`config.mk`:
```
export PLATFORM = sky130hd
export DESIGN_NAME = debug_breakpoint_status_unit
export DESIGN_NICKNAME = d
export VERILOG_FILES = /design/src/pkg/dbg_pkg.sv /design/src/pkg/bp_match_if.sv /design/src/rtl/bp_matcher.sv /design/src/rtl/debug_breakpoint_status_unit.sv
export SDC_FILE = /design/constraint.sdc
export NUM_CORES = 1
export LEC_CHECK = 0
export ABC_CLOCK_PERIOD_IN_PS = 5400
export BUFFER_PORTS_ARGS = -buffer_cell sky130_fd_sc_hd__buf_2
export CELL_PAD_IN_SITES_DETAIL_PLACEMENT = 1
export CELL_PAD_IN_SITES_GLOBAL_PLACEMENT = 1
export CORE_MARGIN = 3
export CORE_UTILIZATION = 40
export DETAILED_ROUTE_END_ITERATION = 10
export MAX_ROUTING_LAYER = met4
export PLACE_DENSITY = 0.79
export SYNTH_ARGS = -nofsm -noshare
export SYNTH_HDL_FRONTEND = slang
export SYNTH_HIERARCHICAL = 1
export SYNTH_SLANG_ARGS = --single-unit
```
`constraint.sdc`:
```
create_clock -name core_clk -period 5.4 [get_ports core_clk]
set_input_delay 0.81 -clock core_clk [delete_from_list [all_inputs] [get_ports core_clk]]
set_output_delay 0.81 -clock core_clk [all_outputs]
set_load 0.1 [all_outputs]
```
`src/pkg/dbg_pkg.sv`:
```
package dbg_pkg;
   // Register slot numbers for a debug register move
   localparam logic [2:0] SLOT_BP0 = 3'h0;
   localparam logic [2:0] SLOT_BP3 = 3'h3;
   localparam logic [2:0] SLOT_STATUS_ALIAS = 3'h4;
   localparam logic [2:0] SLOT_CONTROL_ALIAS = 3'h5;
   localparam logic [2:0] SLOT_STATUS = 3'h6;
   localparam logic [2:0] SLOT_CONTROL = 3'h7;
   // Status register fields and fixed bits
   localparam int ST_TASK = 15;
   localparam int ST_STEP = 14;
   localparam int ST_ACCESS = 13;
   localparam logic [63:0] ST_ONES = 64'h0000_0000_ffff_0ff0;
   localparam logic [63:0] ST_FIXED = 64'h0000_0000_ffff_1ff0;
   localparam logic [63:0] ST_STICKY = 64'h0000_0000_0000_e000;
   // Control register fields and fixed bits
   localparam int CT_GD = 13;
   localparam int CT_RW_LSB = 16;
   localparam int CT_LEN_LSB = 18;
   localparam logic [63:0] CT_ONES = 64'h0000_0000_0000_0400;
   localparam logic [63:0] CT_ZEROS = 64'hffff_ffff_0000_d800;
   localparam logic [63:0] CT_LOCAL = 64'h0000_0000_0000_0055;
   localparam logic [63:0] STATUS_RESET = 64'h0000_0000_ffff_0ff0;
   localparam logic [63:0] CONTROL_RESET = 64'h0000_0000_0000_0400;
   localparam int PRIV_TOP = 0;
   // Access types
   localparam logic [1:0] RW_EXEC = 2'h0;
   localparam logic [1:0] RW_WRITE = 2'h1;
   localparam logic [1:0] RW_IO = 2'h2;
   localparam logic [1:0] RW_RDWR = 2'h3;
   // Fault codes reported for a move
   typedef enum logic [1:0] {
      FAULT_NONE, FAULT_PROT, FAULT_OPCODE, FAULT_GDET
   } fault_type;
endpackage

```
`src/pkg/bp_match_if.sv`:
```
`timescale 1ns/1ps
// Carries breakpoint settings in and per-slot hits out
interface bp_match_if;
   logic [63:0] addr [4];
   logic [63:0] control;
   logic io_enabled;
   logic long_mode;
   logic ref_valid;
   logic [63:0] ref_addr;
   logic [1:0] ref_kind;
   logic [3:0] hits;
   modport owner (output addr, control, io_enabled, long_mode, ref_valid,
      ref_addr, ref_kind, input hits);
   modport matcher (input addr, control, io_enabled, long_mode, ref_valid,
      ref_addr, ref_kind, output hits);
endinterface

```
`src/rtl/bp_matcher.sv`:
```
`timescale 1ns/1ps
// Compares one reference with the four breakpoint slots
module bp_matcher #(
   parameter int SLOTS = 4
) (
   bp_match_if.matcher m
);
   import dbg_pkg::*;

   // Refuse slot counts that the four-bit hit vector cannot serve
   generate
      if (SLOTS < 1 || SLOTS > 4) begin : g_bad_slots
         $error("bp_matcher supports one to four slots");
      end
   endgenerate

   // One comparator per slot, masked by its length field
   genvar i;
   generate
      for (i = 0; i < SLOTS; i++) begin : g_slot
         logic [1:0] rw;
         logic [1:0] len;
         logic [63:0] mask;
         logic kind_ok;
         assign rw = m.control[CT_RW_LSB + 4*i +: 2];
         assign len = m.control[CT_LEN_LSB + 4*i +: 2];
         always_comb begin
            unique case (len)
               2'h0: mask = 64'hffff_ffff_ffff_ffff;
               2'h1: mask = 64'hffff_ffff_ffff_fffe;
               2'h2: mask = m.long_mode ? 64'hffff_ffff_ffff_fff8
                  : 64'hffff_ffff_ffff_ffff;
               2'h3: mask = 64'hffff_ffff_ffff_fffc;
            endcase
            kind_ok = (rw == RW_EXEC && m.ref_kind == RW_EXEC)
               || (rw == RW_WRITE && m.ref_kind == RW_WRITE)
               || (rw == RW_IO && m.io_enabled && m.ref_kind == RW_IO)
               || (rw == RW_RDWR
                  && (m.ref_kind == RW_WRITE || m.ref_kind == RW_RDWR));
         end
         // Hit regardless of enables; enables gate the trap
         assign m.hits[i] = m.ref_valid && kind_ok
            && ((m.ref_addr & mask) == (m.addr[i] & mask));
      end
      for (i = SLOTS; i < 4; i++) begin : g_none
         assign m.hits[i] = 1'b0;
      end
   endgenerate
endmodule

```
`src/rtl/debug_breakpoint_status_unit.sv`:
```
`timescale 1ns/1ps
module debug_breakpoint_status_unit (
   input wire logic core_clk,
   input wire logic rstn,
   input wire logic mode_64,
   input wire logic long_mode,
   input wire logic [1:0] current_privilege_level,
   input wire logic debug_extensions_enable,
   input wire logic move_valid,
   input wire logic move_write,
   input wire logic [2:0] move_slot,
   input wire logic [63:0] move_wdata,
   input wire logic ref_valid,
   input wire logic [1:0] ref_kind,
   input wire logic [63:0] ref_addr,
   input wire logic insn_retired,
   input wire logic single_step_flag,
   input wire logic task_switch,
   input wire logic task_trap_bit,
   input wire logic breakpoint_instruction,
   input wire logic xfer_valid,
   input wire logic [63:0] xfer_from,
   input wire logic [63:0] xfer_to,
   output logic move_done,
   output logic [63:0] move_rdata,
   output dbg_pkg::fault_type move_fault,
   output logic debug_trap,
   output logic breakpoint_trap,
   output logic [63:0] debug_status_reg,
   output logic [63:0] debug_control_reg,
   output logic [63:0] last_xfer_from,
   output logic [63:0] last_xfer_to
);
   import dbg_pkg::*;

   typedef struct packed {
      logic [3:0][63:0] bp;
      logic [63:0] status;
      logic [63:0] control;
      logic done;
      logic [63:0] rdata;
      fault_type fault;
      logic trap;
      logic bp_trap;
      logic [63:0] from;
      logic [63:0] to;
   } state_type;

   state_type cur;
   state_type next_state;

   // Address comparators shared through the match interface
   bp_match_if mi ();
   generate
      for (genvar k = 0; k < 4; k++) begin : g_addr
         assign mi.addr[k] = cur.bp[k];
      end
   endgenerate
   assign mi.control = cur.control;
   assign mi.io_enabled = debug_extensions_enable;
   assign mi.long_mode = long_mode;
   assign mi.ref_valid = ref_valid;
   assign mi.ref_addr = ref_addr;
   assign mi.ref_kind = ref_kind;

   bp_matcher #(.SLOTS(4)) u_match (
      .m(mi.matcher)
   );

   logic [3:0] enabled;
   logic [3:0] gated;
   logic step_ev;
   logic task_ev;
   logic gd_ev;
   logic priv_ok;
   logic alias_bad;
   logic upper_bad;
   logic [2:0] eff_slot;
   logic [63:0] wval;
   logic [63:0] rval;

   // Local or global enable per slot gates each trap
   generate
      for (genvar j = 0; j < 4; j++) begin : g_en
         assign enabled[j] = cur.control[2*j] | cur.control[2*j+1];
      end
   endgenerate
   assign gated = mi.hits & enabled;

   // Move checks and slot resolution
   always_comb begin
      priv_ok = (current_privilege_level == 2'(PRIV_TOP));
      alias_bad = debug_extensions_enable
         && (move_slot == SLOT_STATUS_ALIAS
         || move_slot == SLOT_CONTROL_ALIAS);
      if (move_slot == SLOT_STATUS_ALIAS) begin
         eff_slot = SLOT_STATUS;
      end else if (move_slot == SLOT_CONTROL_ALIAS) begin
         eff_slot = SLOT_CONTROL;
      end else begin
         eff_slot = move_slot;
      end
      // Upper half is zero-filled outside 64-bit mode
      wval = mode_64 ? move_wdata : {32'h0, move_wdata[31:0]};
      upper_bad = mode_64 && move_write && (move_wdata[63:32] != 32'h0)
         && (eff_slot == SLOT_STATUS || eff_slot == SLOT_CONTROL);
      gd_ev = move_valid && priv_ok && !alias_bad
         && cur.control[CT_GD];
      step_ev = insn_retired && single_step_flag;
      task_ev = task_switch && task_trap_bit;
      if (eff_slot <= SLOT_BP3) begin
         rval = cur.bp[eff_slot[1:0]];
      end else if (eff_slot == SLOT_STATUS) begin
         rval = cur.status;
      end else begin
         rval = cur.control;
      end
   end

   // Next-state logic for registers, traps and move answers
   always_comb begin
      next_state = cur;
      next_state.done = 1'b0;
      next_state.fault = FAULT_NONE;
      next_state.trap = 1'b0;
      next_state.bp_trap = breakpoint_instruction;
      // Record each control transfer for later reading
      if (xfer_valid) begin
         next_state.from = xfer_from;
         next_state.to = xfer_to;
      end
      // Register move, with faults in priority order
      if (move_valid) begin
         next_state.done = 1'b1;
         next_state.rdata = 64'h0;
         if (!priv_ok) begin
            next_state.fault = FAULT_PROT;
         end else if (alias_bad) begin
            next_state.fault = FAULT_OPCODE;
         end else if (cur.control[CT_GD]) begin
            next_state.fault = FAULT_GDET;
         end else if (upper_bad) begin
            next_state.fault = FAULT_PROT;
         end else if (!move_write) begin
            next_state.rdata = mode_64 ? rval
               : {32'h0, rval[31:0]};
         end else if (eff_slot <= SLOT_BP3) begin
            next_state.bp[eff_slot[1:0]] = wval;
         end else if (eff_slot == SLOT_STATUS) begin
            // Fixed bits forced; software alone clears 15:13
            next_state.status = (wval & ~ST_FIXED) | ST_ONES;
         end else begin
            next_state.control = (wval & ~CT_ZEROS) | CT_ONES;
         end
      end
      // Task switch clears local enables
      if (task_switch) begin
         next_state.control = next_state.control & ~CT_LOCAL;
      end
      // Trap taken: all causes written at once
      if (step_ev || task_ev || gd_ev || (|gated)) begin
         next_state.trap = 1'b1;
         if (gd_ev || (|gated)) begin
            next_state.status[3:0] = gated;
         end
         if (gd_ev) begin
            next_state.status[ST_ACCESS] = 1'b1;
         end
         if (step_ev) begin
            next_state.status[ST_STEP] = 1'b1;
         end
         if (task_ev) begin
            next_state.status[ST_TASK] = 1'b1;
         end
         next_state.control[CT_GD] = 1'b0;
      end
   end

   // State register
   always_ff @(posedge core_clk or negedge rstn) begin
      if (!rstn) begin
         cur <= '{bp: '0, status: STATUS_RESET, control: CONTROL_RESET,
            done: 1'b0, rdata: 64'h0, fault: FAULT_NONE, trap: 1'b0,
            bp_trap: 1'b0, from: 64'h0, to: 64'h0};
      end else begin
         cur <= next_state;
      end
   end

   assign move_done = cur.done;
   assign move_rdata = cur.rdata;
   assign move_fault = cur.fault;
   assign debug_trap = cur.trap;
   assign breakpoint_trap = cur.bp_trap;
   assign debug_status_reg = cur.status;
   assign debug_control_reg = cur.control;
   assign last_xfer_from = cur.from;
   assign last_xfer_to = cur.to;
endmodule
```
==> impl_metrics.env <==
export IMPL_outcome="finished, final reports clean"
export IMPL_switching_share_pct=36.4
export IMPL_antenna_found_initial=36
export IMPL_place_hpwl_mm=86.5
export IMPL_synth_area_leaders="dfrtp_1 48%, mux2_2 10%, buf_4 9.0%"
export IMPL_ant_nets=0
export IMPL_cts_tree="done"
export IMPL_seqCellArea_mm2=0.0130
export IMPL_muxShareOfSynthArea_pct=17.2
export IMPL_synth_avg_cell_area_um2=11.3
export IMPL_hold_path_class="input pin to async pin"
export IMPL_clockBufferDepth=3
export IMPL_synth_most_common_cell="dfrtp_1"
export IMPL_finClkSkew_ns=0.0262
export IMPL_ios=602
export IMPL_peakVddDrop_mv=0.242
export IMPL_internal_power_w=0.00756
export IMPL_crit_arrival_ns=4.14
export IMPL_htreeDepth=2
export IMPL_vias_per_cell=5.60
export IMPL_crit_fanout=9
export IMPL_post_route_period_util_pct=68.0
export IMPL_timing_hold_ws_ns=0.239
export IMPL_cts_buffers=59
export IMPL_synth_cell_types=61
export IMPL_drive_above_1_share_pct=37.4
export IMPL_postCtsHoldBufs=0
export IMPL_gp_congestion=0.965
export IMPL_clock_sinks=519
export IMPL_p_clk_share_pct=35.8
export IMPL_dieArea_mm2=0.0705
export IMPL_p_comb_share_pct=25.2
export IMPL_ys_seq_elements=519
export IMPL_cts_setup_buffers=0
export IMPL_pwr_density_cell_mw_per_mm2=392
export IMPL_final_setup_viol_count=0
export IMPL_multiInputGateArea_mm2=0.0107
export IMPL_gr_total_overflow=0
export IMPL_drc=0
export IMPL_yosysTopAreaCell="dfrtp_1"
export IMPL_grtUsageTotal_pct=31.6
export IMPL_worstPathRequired_ns=5.87
export IMPL_fp_dieH_um=265
export IMPL_first_pass_iters=5
export IMPL_drv_cap=0
export IMPL_end_kind="flip-flop"
export IMPL_synth_cells=2379
export IMPL_coreArea_mm2=0.0662
export IMPL_ys_warnings_count=6
export IMPL_finalInstanceArea_mm2=0.0304
export IMPL_path_clk_slew_ns=0.06
export IMPL_p_sw_w=0.00433
export IMPL_num_nets_final=2890
export IMPL_grt_max_degree=127
export IMPL_largest_reg_flops=256
export IMPL_yosysTopAreaCellShare_pct=48.2
export IMPL_cp_start_kind="flip-flop"
export IMPL_max_freq_mhz=272
export IMPL_period_needed_ns=3.67
export IMPL_tightestPinTransition_ns=1.30
export IMPL_largest_register="cur"
export IMPL_post_route_util_pct=45.9
export IMPL_synth_edf_count=0
export IMPL_rsz0062_at_grt="no"
export IMPL_ctsRootBufferMaster="clkbuf_16"
export IMPL_synth_fa_ha_area_share_pct=0
export IMPL_fin_total_pwr_w=0.0119
export IMPL_die_x_um=265
export IMPL_syn_to_final_growth_pct=12.9
export IMPL_fillCellCount=7213
export IMPL_synth_compound_area_share_pct=7.88
export IMPL_drv_slew=0
export IMPL_grt_pass1_wl_mm=156
export IMPL_yosys_area_share_simple_pct=6.70
export IMPL_synth_top_family_by_area="multiplexers"
export IMPL_wl_per_cell_um=31.2
export IMPL_synth_common_cells="519 x dfrtp_1, 322 x buf_4, 247 x mux2_2"
export IMPL_clk_insertion_delay_late_ns=0.63
export IMPL_seqPwrFrac_pct=39.0
export IMPL_maxSlewHeadroom_pct=13.4
export IMPL_crit_type="flip-flop to flip-flop"
export IMPL_finalSetupTns_ns=0
export IMPL_async_reset_ff_share_pct=100
export IMPL_row_count=94
export IMPL_leakagePower_nw=14.1
export IMPL_placed_cell_area_mm2=0.0282
export IMPL_hold_violations=0
export IMPL_synth_xor_area_share_pct=6.96
export IMPL_synth_ff_type="dfrtp_1"
export IMPL_initial_utilization_pct=40.7
export IMPL_io_buffers=539
export IMPL_first_iter_violations=1512
export IMPL_syn_area_mm2=0.0269
export IMPL_grt_pass1_vias=21100
export IMPL_routed_wirelength_mm=111
export IMPL_cts_resized=0
export IMPL_via_count=19900
export IMPL_ys_seq_area_share_pct=48.2
[worst paths after layout]
check	startpoint	end	slack (ns)	cells after the start
max in group asynchronous	rstn	debug_control_reg[6]$_DFFE_PN0P_	3.87	2
min in group core_clk	breakpoint_instruction	breakpoint_trap$_DFF_PN0_	0.29	1
max	cur[547]$_DFFE_PN0P_	debug_status_reg[3]$_DFF_PN0_	1.73	10
max reg2reg	cur[547]$_DFFE_PN0P_	debug_status_reg[3]$_DFF_PN0_	1.73	10
min	rstn	last_xfer_from[55]$_DFFE_PN0P_	0.24	1
min reg2reg	last_xfer_to[54]$_DFFE_PN0P_	last_xfer_to[54]$_DFFE_PN0P_	0.50	1
[per-stage QoR]
stage                     instances  worst slack [ns]
after global placement         3416              1.46
after detailed placement       3416              1.35
after floorplan                2439              2.41
after global routing           3552              1.65
final                          3556              1.73
after CTS                      3527              1.86
[metal layers]
| metal | part of all wire, % | up-vias | GRT usage [%] |
|---|---|---|---|
| met5 | 0 | - | - |
| met4 | 5.9 | 0 | 15.3 |
| met1 | 37 | 10400 | 35.4 |
| met3 | 6.8 | 244 | 6.46 |
| met2 | 50 | 884 | 54.2 |
| li1 | - | 8398 | - |
[power groups by stage]
stage | Clock [W] | Sequential [W] | Combinational, W
after global placement | 0 | 0.00466 | 0.00293
after CTS | 0.00433 | 0.00463 | 0.00298
after floorplan | 0 | 0.00455 | 0.00230
final | 0.00426 | 0.00464 | 0.00300
after global routing | 0.00452 | 0.00468 | 0.00309
after detailed placement | 0 | 0.00470 | 0.00297
[cell families after synthesis]
| logic type | count (synthesis) |
|---|---|
| AO/OA/AOI/OAI | 348 |
| multiplexers | 348 |
| AND/OR/NAND/NOR | 354 |
| flip-flops | 519 |
| XOR/XNOR | 213 |
| buffers and inverters | 595 |
| other | 2 |
[area by class of cell]
| cell class | instances | share of cell area, % |
|---|---|---|
| timing repair buffer | 566 | 9.76 |
| antenna | 29 | 0.239 |
| clock inverter | 33 | 1.20 |
| sequential | 519 | 42.7 |
| tap | 864 | 3.56 |
| inverter | 142 | 1.75 |
| clock buffer | 78 | 5.59 |
| multi-input combinational | 1325 | 35.1 |
[layout by cell type, fill, tap and decap left out, types with 3 or more instances in the layout]
cell type and n:
o21ai_1 27, nand2_1 151, mux2_2 247, xor2_1 69
nand2b_1 3, nand4_1 46, nor3_1 8, diode_2 29
clkinv_2 21, clkbuf_16 60, nor4_1 29, nor2_1 12
inv_6 3, o2bb2ai_1 11, o22ai_1 100, o21ai_0 124
mux4_2 63, or4_1 4, a2111oi_0 3, xnor2_1 143
bufinv_16 7, mux2i_1 6, conb_1 62, buf_2 536
clkbuf_1 5, a21oi_1 13, buf_4 25, a22oi_1 39
a221oi_1 7, nand3_1 46, o211ai_1 6, inv_1 139
dfrtp_1 519, nor2b_1 4, buf_12 4, clkbuf_8 13
mux2_1 32, and2_1 32
[critical path, stage by stage (launching register included)]
cell and delay, ns:
dfrtp_1 0.42, nor2b_1 0.15, a2111oi_0 0.78, nand4_1 0.20, or4_1 0.56, nor4_2 0.48, o21ai_0 0.27, nand4_1 0.17
a31oi_1 0.16, nand4_1 0.22, o211ai_1 0.12
Note: power is estimated with default switching activity, not from simulation.
